==> src/core/pif_cfg.svh <==
// register map, field positions, reset values and encodings of the interrupt flag block
`ifndef PIF_CFG_SVH
`define PIF_CFG_SVH

// ----------------------------------------
// register indices (byte address = 4 * index)
// ----------------------------------------
`define PIF_IDX_CMP0 10'h09C
`define PIF_IDX_CMP1 10'h09D
`define PIF_IDX_FLAGS 10'h0A0
`define PIF_IDX_IEN 10'h0A1
`define PIF_IDX_EDGE 10'h0BF

// ----------------------------------------
// comparator control fields
// ----------------------------------------
`define PIF_CMP_EN 7
`define PIF_CMP_IEN 6
`define PIF_CMP_FLAG 5
`define PIF_CMP_PIN_OE 4
`define PIF_CMP_REF 3
`define PIF_CMP_LEVEL 2
`define PIF_CMP_SRC_HI 1
`define PIF_CMP_SRC_LO 0
`define PIF_CMP_RST 8'h00

// ----------------------------------------
// other fields and values
// ----------------------------------------
`define PIF_GIE_BIT 7
`define PIF_EDGE_HI 4
`define PIF_EDGE_LO 3
`define PIF_EDGE_RISE 2'h1
`define PIF_EDGE_FALL 2'h2
`define PIF_EDGE_BOTH 2'h3
`define PIF_SRC_RST 5'h00
`define PIF_VECTOR_ADDR 8'h08

`endif

==> src/core/pif_pkg.sv <==
// types shared by the interrupt flag block
package pif_pkg;

	// ----------------------------------------
	// one bit per loose source; serial sits in bit 0
	// ----------------------------------------
	typedef struct packed {
		logic pin_int_b;
		logic pin_int_a;
		logic uart_tx;
		logic uart_rx;
		logic serial_done;
	} pif_src_type;

	// ----------------------------------------
	// comparator control register layout
	// ----------------------------------------
	typedef struct packed {
		logic enable;
		logic irq_enable;
		logic irq_flag;
		logic pin_out_enable;
		logic ref_select;
		logic output_level;
		logic [1:0] source_sel;
	} pif_cmp_ctl_type;

endpackage : pif_pkg

==> src/core/pif_top.sv <==
// interrupt request and enable flags with shared vector, behind an Avalon-MM slave
//
// The Avalon-MM slave port was chosen for this implementation.
`timescale 1ns/1ps
`default_nettype none
`include "pif_cfg.svh"

module pif_top (
	input wire logic I_REF_CLK,
	input wire logic I_ARST_N,
	input wire logic [11:0] I_AVS_ADDRESS,
	input wire logic I_AVS_READ,
	input wire logic I_AVS_WRITE,
	input wire logic [31:0] I_AVS_WRITEDATA,
	input wire logic [3:0] I_AVS_BYTEENABLE,
	output logic [31:0] O_AVS_READDATA,
	output logic O_AVS_WAITREQUEST,
	input wire logic [1:0] I_CMP_OUT,
	input wire logic I_SERIAL_DONE,
	input wire logic I_UART_RX_DONE,
	input wire logic I_UART_TX_DONE,
	input wire logic I_PIN_A,
	input wire logic I_PIN_B,
	input wire logic I_VECTOR_ACK,
	output logic O_IRQ_REQ,
	output logic [7:0] O_VECTOR_ADDR,
	output logic [1:0] O_CMP_ENABLE,
	output logic [1:0] O_CMP_PIN_OUT_EN,
	output logic [1:0] O_CMP_REF_SEL,
	output logic [1:0] O_CMP_SOURCE_SEL
);

	// ----------------------------------------
	// bus slave decode
	// ----------------------------------------
	logic wait_q;
	logic [31:0] rdata_q;
	wire logic [9:0] idx = I_AVS_ADDRESS[11:2];
	wire logic req = I_AVS_READ | I_AVS_WRITE;
	// a request completes at the edge where waitrequest is sampled low
	wire logic done = req & ~wait_q;
	wire logic wr_lane = done & I_AVS_WRITE & I_AVS_BYTEENABLE[0];
	wire logic [7:0] wbyte = I_AVS_WRITEDATA[7:0];
	wire logic wr_cmp0 = wr_lane & (idx == `PIF_IDX_CMP0);
	wire logic wr_cmp1 = wr_lane & (idx == `PIF_IDX_CMP1);
	wire logic wr_flags = wr_lane & (idx == `PIF_IDX_FLAGS);
	wire logic wr_ien = wr_lane & (idx == `PIF_IDX_IEN);
	wire logic wr_edge = wr_lane & (idx == `PIF_IDX_EDGE);
	wire logic [1:0] wr_cmp = {wr_cmp1, wr_cmp0};

	// ----------------------------------------
	// state
	// ----------------------------------------
	pif_pkg::pif_cmp_ctl_type cmp_q [2];
	logic [1:0] level_q;
	pif_pkg::pif_src_type flag_q;
	pif_pkg::pif_src_type flag_d;
	pif_pkg::pif_src_type ien_q;
	pif_pkg::pif_src_type event_w;
	logic gie_q;
	logic [1:0] edge_q;
	logic pin_a_q;
	logic pin_b_q;
	logic [1:0] cmp_rise;
	logic [1:0] cmp_pend;

	// ----------------------------------------
	// comparators
	// ----------------------------------------
	genvar gi;
	generate
		for (gi = 0; gi < 2; gi++) begin : g_cmp
			// level is sampled into both level_q and output_level on the same edge, so reads and edge detection see one value
			assign cmp_rise[gi] = I_CMP_OUT[gi] & ~level_q[gi];
			wire logic set_w = cmp_rise[gi] & cmp_q[gi].enable;
			assign cmp_pend[gi] = cmp_q[gi].irq_flag & cmp_q[gi].irq_enable;
			wire logic flag_nx = set_w | (wr_cmp[gi] ? wbyte[`PIF_CMP_FLAG]
				: cmp_q[gi].irq_flag);

			always_ff @(posedge I_REF_CLK or negedge I_ARST_N) begin
				if (!I_ARST_N) begin
					cmp_q[gi] <= `PIF_CMP_RST;
					level_q[gi] <= 1'b0;
				end else begin
					level_q[gi] <= I_CMP_OUT[gi];
					cmp_q[gi].irq_flag <= flag_nx;
					cmp_q[gi].output_level <= I_CMP_OUT[gi];
					if (wr_cmp[gi]) begin
						cmp_q[gi].enable <= wbyte[`PIF_CMP_EN];
						cmp_q[gi].irq_enable <= wbyte[`PIF_CMP_IEN];
						cmp_q[gi].pin_out_enable <= wbyte[`PIF_CMP_PIN_OE];
						cmp_q[gi].ref_select <= wbyte[`PIF_CMP_REF];
						// only comparator 0 implements the source select
						if (gi == 0) begin
							cmp_q[gi].source_sel <= wbyte[`PIF_CMP_SRC_HI:`PIF_CMP_SRC_LO];
						end
					end
				end
			end
		end
	endgenerate

	// ----------------------------------------
	// loose sources
	// ----------------------------------------
	wire logic pin_a_rise = I_PIN_A & ~pin_a_q;
	wire logic pin_a_fall = ~I_PIN_A & pin_a_q;
	// code 00 is reserved and catches no edge
	wire logic pin_a_ev = (edge_q == `PIF_EDGE_RISE) ? pin_a_rise
		: (edge_q == `PIF_EDGE_FALL) ? pin_a_fall
		: (edge_q == `PIF_EDGE_BOTH) ? (pin_a_rise | pin_a_fall)
		: 1'b0;

	always_comb begin
		event_w.serial_done = I_SERIAL_DONE;
		event_w.uart_rx = I_UART_RX_DONE;
		event_w.uart_tx = I_UART_TX_DONE;
		event_w.pin_int_a = pin_a_ev;
		event_w.pin_int_b = ~I_PIN_B & pin_b_q;
	end

	// events win over a clear in the same cycle
	assign flag_d = event_w | (wr_flags ? wbyte[4:0] : flag_q);

	// ----------------------------------------
	// vector request
	// ----------------------------------------
	wire logic src_pend = |(flag_q & ien_q);
	wire logic any_pend = src_pend | (|cmp_pend);
	// taking the vector drops global enable, as entry to the service routine does
	wire logic gie_d = wr_ien ? wbyte[`PIF_GIE_BIT] : (gie_q & ~I_VECTOR_ACK);
	wire logic irq_d = gie_q & any_pend & ~I_VECTOR_ACK;

	always_ff @(posedge I_REF_CLK or negedge I_ARST_N) begin
		if (!I_ARST_N) begin
			flag_q <= `PIF_SRC_RST;
			ien_q <= `PIF_SRC_RST;
			gie_q <= 1'b0;
			edge_q <= 2'h0;
			pin_a_q <= 1'b0;
			pin_b_q <= 1'b0;
			O_IRQ_REQ <= 1'b0;
			O_VECTOR_ADDR <= 8'h00;
		end else begin
			flag_q <= flag_d;
			gie_q <= gie_d;
			pin_a_q <= I_PIN_A;
			pin_b_q <= I_PIN_B;
			O_IRQ_REQ <= irq_d;
			O_VECTOR_ADDR <= `PIF_VECTOR_ADDR;
			if (wr_ien) begin
				ien_q <= wbyte[4:0];
			end
			if (wr_edge) begin
				edge_q <= wbyte[`PIF_EDGE_HI:`PIF_EDGE_LO];
			end
		end
	end

	// ----------------------------------------
	// bus answer: one wait cycle, then data
	// ----------------------------------------
	logic [7:0] rbyte;

	always_comb begin
		unique case (idx)
			`PIF_IDX_CMP0: rbyte = cmp_q[0];
			`PIF_IDX_CMP1: rbyte = {cmp_q[1][7:2], 2'h0};
			`PIF_IDX_FLAGS: rbyte = {3'h0, flag_q};
			`PIF_IDX_IEN: rbyte = {gie_q, 2'h0, ien_q};
			`PIF_IDX_EDGE: rbyte = {3'h0, edge_q, 3'h0};
			default: rbyte = 8'h00;
		endcase
	end

	always_ff @(posedge I_REF_CLK or negedge I_ARST_N) begin
		if (!I_ARST_N) begin
			wait_q <= 1'b1;
			rdata_q <= 32'h0000_0000;
		end else begin
			wait_q <= ~(req & wait_q);
			rdata_q <= (req & wait_q & I_AVS_READ) ? {24'h00_0000, rbyte} : 32'h0000_0000;
		end
	end

	assign O_AVS_WAITREQUEST = wait_q;
	assign O_AVS_READDATA = rdata_q;

	// ----------------------------------------
	// pins of the comparator front end
	// ----------------------------------------
	logic [1:0] cen_q;
	logic [1:0] coe_q;
	logic [1:0] cref_q;
	logic [1:0] csrc_q;

	always_ff @(posedge I_REF_CLK or negedge I_ARST_N) begin
		if (!I_ARST_N) begin
			cen_q <= 2'h0;
			coe_q <= 2'h0;
			cref_q <= 2'h0;
			csrc_q <= 2'h0;
		end else begin
			cen_q <= {cmp_q[1].enable, cmp_q[0].enable};
			coe_q <= {cmp_q[1].pin_out_enable, cmp_q[0].pin_out_enable};
			cref_q <= {cmp_q[1].ref_select, cmp_q[0].ref_select};
			csrc_q <= cmp_q[0].source_sel;
		end
	end

	assign O_CMP_ENABLE = cen_q;
	assign O_CMP_PIN_OUT_EN = coe_q;
	assign O_CMP_REF_SEL = cref_q;
	assign O_CMP_SOURCE_SEL = csrc_q;
endmodule : pif_top

`default_nettype wire

==> config.mk <==
export PLATFORM = sky130hd
export DESIGN_NAME = pif_top
export DESIGN_NICKNAME = d
export VERILOG_FILES = /design/src/core/pif_pkg.sv /design/src/core/pif_top.sv
export VERILOG_INCLUDE_DIRS = /design/src /design/src/core
export SDC_FILE = /design/constraint.sdc
export NUM_CORES = 1
export LEC_CHECK = 0
export BUFFER_PORTS_ARGS = -buffer_cell sky130_fd_sc_hd__clkbuf_2
export CORE_ASPECT_RATIO = 0.75
export CORE_MARGIN = 2
export CORE_UTILIZATION = 32
export CTS_BUF_LIST = sky130_fd_sc_hd__clkbuf_4 sky130_fd_sc_hd__clkbuf_8
export CTS_CLUSTER_DIAMETER = 200
export CTS_CLUSTER_SIZE = 12
export DETAILED_ROUTE_END_ITERATION = 6
export PLACE_DENSITY_LB_ADDON = 0.12
export SLEW_MARGIN = 20
export SYNTH_ARGS = -nofsm -noshare
export SYNTH_HDL_FRONTEND = slang
export SYNTH_SLANG_ARGS = --single-unit
==> constraint.sdc <==
create_clock -name I_REF_CLK -period 2.6 [get_ports I_REF_CLK]
set_input_delay 0.26 -clock I_REF_CLK [delete_from_list [all_inputs] [get_ports I_REF_CLK]]
set_output_delay 0.26 -clock I_REF_CLK [all_outputs]
set_load 0.005 [all_outputs]
==> reports/metrics.csv, run 1 <==
metric,value,unit
end of the worst register-to-register path,cmp_q[9]$_DFFE_PN0N_,
CP Launch Point,O_AVS_WAITREQUEST$_DFF_PN1_,
post-synthesis register bit count,48,
Die Wd,102,um
die area,0.00786,mm^2
CP Capture Point,cmp_q[9]$_DFFE_PN0N_,
final setup vio count,0,
CORE AREA,0.00686,mm^2
Final Skew,0.00989,ns
hpwl dp,3700,um
Leak,1.34,nW
FMAX,540,MHz
filler cell count,709,
Antenna Nets Post-Route,0,
Critical Path Source Type,flop,
Worst VDD drop,0.000194,V
H-tree depth,2,
power density cells,503,mW/mm^2
Synth cell types,39,
Resized cells post-CTS,0,
DR iter-0 viols,56,
Clock Tree Buf Depth,2,
Pre-antenna DRT Iters,4,
CTS buffer count,5,
R2R depth,4,
initial core utilization,33.4,%
Total Routed Length,4930,um
GP Congestion,0.794,
DRC Markers,0,
initial antenna violation count,0,
Tightest Pin Transition,0.549,ns
Layout Cells excl Fill,345,
first-pass GRT wire length,7850,um
CP max FO,7,
Port-buffer cells,49,
Post-synth EDFFs,0,
worst flop-to-flop path startpoint,O_AVS_WAITREQUEST$_DFF_PN1_,
Post-Syn Area per Cell,12.1,um^2
Final min period,1.85,ns
mean number of vias per cell,4.47,
"CTS clk-pin slew, worst paths",0.09,ns
top-level port count,110,
Fin. Hold Viols,0,
min-delay worst type,in -> reg,
NumNets Final,308,
Site Rows,26,
via count,1543,
chip height,77.3,um
clk sinks,48,
layout cell share with drive strength beyond 1,36.0,%
DP Cell Count,336,
top post-synthesis cells by area,"dfrtp_1, mux2_2, buf_4",
# diodes,0,
Slew Limit Fails,0,
Fin Setup TNS,0,ns
Synth warnings,0,
reg-to-reg setup timing slack,0.75,ns
Layout area overhead,16.4,%
critical path class,reg -> reg,
max_cap viols,0,
post-synthesis sequential area ratio,52.5,%
CP arrival,2.04,ns
Gate Count Post-Synth,189,
CP Capture Type,flop,
mapped cell area,0.00229,mm^2
Final period util,71.2,%
most common library cells after synthesis,"dfrtp_1, buf_4, mux2_2, nand2_1, mux2i_1",
largest net degree at the start of global routing,26,
Worst EP required,2.79,ns
"area leader, netlist",dfrtp_1,
unrepaired setup endpoints after global routing,false,
CTS root buf,clkbuf_8,
later-pin clock latency in the skew report,0.30,ns
status,finished clean,
"count leader, synth",dfrtp_1,
Total Routing Usage GR,13.2,%
Relative slew margins,63.1,%
grt total ovfl,0,
CTS tree,yes,
top-area cell type share of the netlist area,51.3,%
Hold Startpoint,I_PIN_B,
top_reg_cell synth,dfrtp_1,
Avg WL per Cell,14.3,um
"FFs w/ async S/R, synth",100,%
number of global-route vias before repair,1495,
[timing repair]
action,in CTS,in global routing
hold buffers,1,0
setup buffers,0,0
hold endpoints to repair,47,0
[placed cells by master, fill, tap and decap left out, types with 5 or more instances in the layout]
master     n
a21oi_1    5
buf_4      5
clkbuf_2  49
clkbuf_8   6
conb_1    32
dfrtp_1   47
mux2_2    23
mux2i_1    7
nand2_1    9
nor2_1     6
[power breakdown]
part           switching [mW]  internal, mW  total [mW]
Sequential            0.00615         0.757       0.763
Combinational          0.0627        0.0392       0.102
Clock                   0.251         0.227       0.478
[critical path, stage by stage (launching register included)]
cell,delay (ns)
dfstp_2,0.56
and3b_1,0.23
and2_1,0.20
nand3_1,0.36
mux2_2,0.39
[how the worst min path moves through the flow]
stage                             endpoint  slack [ns]  cells past startpoint
3_5_place_dp    O_VECTOR_ADDR[3]$_DFF_PN0_        0.28                      2
2_1_floorplan  O_AVS_READDATA[0]$_DFF_PN0_       -0.04                      0
4_1_cts                  pin_b_q$_DFF_PN0_        0.07                      1
3_3_place_gp    O_VECTOR_ADDR[3]$_DFF_PN0_        0.27                      2
5_1_grt                  pin_b_q$_DFF_PN0_        0.06                      1
6_report                 pin_b_q$_DFF_PN0_        0.07                      1
[per-layer routing]
| layer | vias up | share of wire (%) | global-route usage (%) |
|---|---|---|---|
| li1 | 720 | - | - |
| met1 | 758 | 51 | 20.4 |
| met2 | 63 | 42 | 18.1 |
| met3 | 2 | 6.9 | 3.56 |
| met4 | 0 | 0.39 | 2.84 |
| met5 | - | 0 | 0 |
[layout make-up]
| class | instances | area, um^2 | area share, % |
|---|---|---|---|
| clock buffer | 7 | 90.1 | 3.38 |
| clock inverter | 1 | 7.51 | 0.281 |
| inverter | 4 | 15.0 | 0.563 |
| multi-input combinational | 132 | 938 | 35.2 |
| sequential | 48 | 1200 | 45.1 |
| tap | 98 | 123 | 4.59 |
| timing repair buffer | 55 | 293 | 11.0 |
[kinds of logic after synthesis]
kind of cell               after synthesis  synth area share [%]
DFF                                     48                  52.5
AOI/OAI and AO/OA                       24                  7.86
buffers and inverters                   39                  11.5
muxes                                   30                  14.4
other                                    2                 0.328
adders and majority gates                2                  1.09
and+or+nand+nor                         44                  12.4
[stage by stage]
step           instance area, um^2  worst slack, ns  total power [mW]  utilization [%]  hold WS [ns]
2_1_floorplan                 2400            0.773             0.851                -       -0.0356
3_3_place_gp                  2560            0.470             0.878             37.3         0.274
3_5_place_dp                  2560            0.458             0.878             37.3         0.275
4_1_cts                       2670            0.749              1.36             38.9        0.0667
5_1_grt                       2670            0.667              1.41             38.9        0.0613
6_report                      2670            0.748              1.34             38.9        0.0693
[state kept, by name, indices dropped and copies added (netlist names)]
name	flops
O_VECTOR_ADDR	1
O_CMP_ENABLE	2
O_IRQ_REQ	1
cmp_q	12
O_AVS_READDATA	8
edge_q	2
flag_q	5
pin_b_q	1
gie_q	1
O_CMP_PIN_OUT_EN	2
level_q	2
O_CMP_SOURCE_SEL	2
O_CMP_REF_SEL	2
pin_a_q	1
ien_q	5
O_AVS_WAITREQUEST	1
Note: power is estimated with default switching activity, not from simulation.
==> inputs of run 2 (changes only) <==
- ABC_AREA: not set -> 1
- clock period: 2.6 -> 1.8 ns (I/O delays scaled with it)
==> run 2 against run 1 <==
  * Non-clock buffer count is the same
  * Utilization grew 0.20 points
  * Final cell count grew 26%
  * Die area grew 5.7%
  * Clock skew is essentially flat
  * Maximum frequency grew 40%
  * Design area grew 7.8%
  * Hold slack lost 0.055 ns
  * Flip-flop and latch count is the same
  * Area after synthesis grew 5.9%
  * Critical endpoint is now flag_q[0]$_DFF_PN0_
  * Largest cell class unchanged
  * Largest power group unchanged
  * Highest routed layer unchanged
==> reports/metrics.csv, run 2 <==
metric,value,unit,change
CP arrival,1.51,ns,-0.53 ns
DRC Markers,0,,unchanged
CTS tree,yes,,
Layout area overhead,18.5,%,
Avg WL per Cell,11.4,um,-20%
overall power,2.31,mW,+72%
Total Routed Length,4980,um,+1.1%
Die Wd,105,um,+2.8%
number of global-route vias before repair,1611,,+7.8%
"Slowest-stage cell, CP",dfstp_2,,
grt total ovfl,0,,unchanged
top_reg_cell synth,dfrtp_1,,
Leak,1.54,nW,+15%
Fin Setup TNS,0,ns,unchanged
power density cells,803,mW/mm^2,+60%
Tightest Pin Transition,0.621,ns,+0.0717 ns
H-tree depth,2,,unchanged
largest net degree at the start of global routing,49,,+88%
Site Rows,27,,+3.8%
most common library cells after synthesis,"nand2_1, dfrtp_1, buf_4, inv_1, nor2_1",,
top post-synthesis cells by area,"dfrtp_1, nand2_1, buf_4",,
DR iter-0 viols,68,,+21%
Final period util,73.3,%,+2.1 points
Final Skew,0.0101,ns,+0.000230 ns
NumNets Final,396,,+29%
Largest register FFs,12,,unchanged
initial antenna violation count,0,,unchanged
Final min period,1.32,ns,-0.532 ns
"area leader, netlist",dfrtp_1,,
first-pass GRT wire length,8130,um,+3.5%
Port-buffer cells,49,,unchanged
Relative slew margins,58.6,%,-4.5 points
CP Capture Type,flop,,
Clock Tree Buf Depth,2,,unchanged
Setup WS pre-CTS,0.329,ns,-0.130 ns
Worst VDD drop,0.000281,V,+45%
later-pin clock latency in the skew report,0.30,ns,about the same
FMAX,758,MHz,+40%
Post-Syn Area per Cell,8.83,um^2,-27%
hold bufs inserted after CTS,3,,+2
Resized cells post-CTS,0,,unchanged
die area,0.00831,mm^2,+5.7%
Synth warnings,0,,unchanged
Hold Slack,0.0139,ns,-0.0553 ns
post-layout instance area,0.00288,mm^2,+7.8%
Pre-antenna DRT Iters,4,,unchanged
"Most flops, register",cmp_q,,
post-synthesis register bit count,48,,unchanged
mean number of vias per cell,4.09,,-8.6%
CP top delay family,simple AND/OR/NAND/NOR gates,,
CORE AREA,0.00736,mm^2,+7.3%
hpwl dp,3820,um,+3.2%
Total Routing Usage GR,12.6,%,-0.53 points
"Largest stage delay, worst path",0.40,ns,-0.16 ns
cells along the critical path,nor2_4 -> inv_1 -> nor2_4 -> inv_2 -> a21oi_1 -> nand2_1,,
Final WS setup,0.480,ns,-0.268 ns
Fin. Hold Viols,0,,unchanged
CP Launch Point,O_AVS_WAITREQUEST$_DFF_PN1_,,
post-CTS setup buffer count,0,,unchanged
CTS root buf,clkbuf_8,,
placed instance area,0.00268,mm^2,+4.6%
Hold Startpoint,I_PIN_A,,
Gate Count Post-Synth,275,,+46%
top-area cell type share of the netlist area,48.4,%,-2.9 points
Synth cell types,28,,-28%
top-level port count,110,,unchanged
"FFs w/ async S/R, synth",100,%,unchanged
final setup vio count,0,,unchanged
Antenna Nets Post-Route,0,,unchanged
Critical Path Source Type,flop,,
via count,1783,,+16%
critical path class,reg -> reg,,
"count leader, synth",nand2_1,,
mapped cell area,0.00243,mm^2,+5.9%
Worst EP required,1.99,ns,-0.80 ns
initial core utilization,33.0,%,-0.42 points
"CTS clk-pin slew, worst paths",0.09,ns,about the same
CP max FO,8,,+1
GP Congestion,0.756,,-4.8%
worst flop-to-flop path startpoint,O_AVS_WAITREQUEST$_DFF_PN1_,,
Buf/Inv on CP,2,,+2
min-delay worst type,in -> reg,,
Post-synth EDFFs,0,,unchanged
Slew Limit Fails,0,,unchanged
"commonest non-fill, non-tap cells in the layout","nand2_1, clkbuf_2, dfrtp_1, conb_1, inv_1",,
layout cell share with drive strength beyond 1,25.7,%,-10 points
crit-path most repeated cell,nor2_4,,
"commonest non-fill, non-tap cell in the layout",nand2_1,,
unrepaired setup endpoints after global routing,false,,
CTS buffer count,5,,unchanged
clk sinks,48,,unchanged
# diodes,0,,unchanged
chip height,79.4,um,+2.8%
status,finished clean,,
post-synthesis sequential area ratio,49.5,%,-2.9 points
max_cap viols,0,,unchanged
-- run 2: changes by cell type after synthesis, moves of 7 or more --
| cell | change |
|---|---|
| nand2_1 | +55 |
| inv_1 | +25 |
| mux2_2 | -23 |
| nor2_1 | +16 |
| nand3_1 | +11 |
| o21ai_1 | +9 |
| mux2i_1 | -7 |
-- run 2: stage by stage --
stage	utilization (%)	std cells
global placement	36.4	424
floorplan	-	305
finish	39.1	436
global route	39.1	436
CTS	38.9	435
detailed placement	36.4	424
-- run 2: logic make-up (layout without fill, tap and decap cells) --
kind of cell / Yosys count / after routing / synth area share, %
AO/OA/AOI/OAI: 35 / 35 / 9.12
adder cells (fa/ha/maj): 2 / 2 / 1.03
buffers and inverters: 65 / 95 / 15.2
flip-flops: 48 / 48 / 49.5
other: 2 / 32 / 0.309
AND/OR/NAND/NOR: 123 / 123 / 24.8
-- run 2: final timing paths --
| path | depth (start not counted) | slack (ns) | to |
|---|---|---|---|
| max | 6 | 0.48 | flag_q[0]$_DFF_PN0_ |
| min | 1 | 0.01 | pin_a_q$_DFF_PN0_ |
| max reg2reg | 6 | 0.48 | flag_q[0]$_DFF_PN0_ |
| min reg2reg | 0 | 0.42 | O_CMP_SOURCE_SEL[1]$_DFF_PN0_ |
| max in group asynchronous | 3 | 0.86 | O_IRQ_REQ$_DFF_PN0_ |
| min in group asynchronous | 3 | 0.52 | O_CMP_PIN_OUT_EN[1]$_DFF_PN0_ |
-- run 2: layout make-up --
type	instances	area (um^2)
Clock buffer	5	68.8
Clock inverter	3	90.1
Fill cell	811	4490
Inverter	32	120
Multi-Input combinational cell	192	970
Sequential cell	48	1200
Tap cell	101	126
Timing Repair Buffer	55	300
-- run 2: metal layers --
layer / share of wire, % / wire length [um] / track usage [%]
met1: 54 / 2670 / 19.3
met5: 0 / 0 / 0
met4: 0.84 / 42 / 3.20
met3: 5.1 / 253 / 2.78
met2: 40 / 2010 / 17.9
-- run 2: where the power goes --
part           total (mW)  internal (mW)  switching, mW
clock network        1.06          0.694          0.361
logic               0.154         0.0511          0.103
registers            1.10           1.09        0.00909
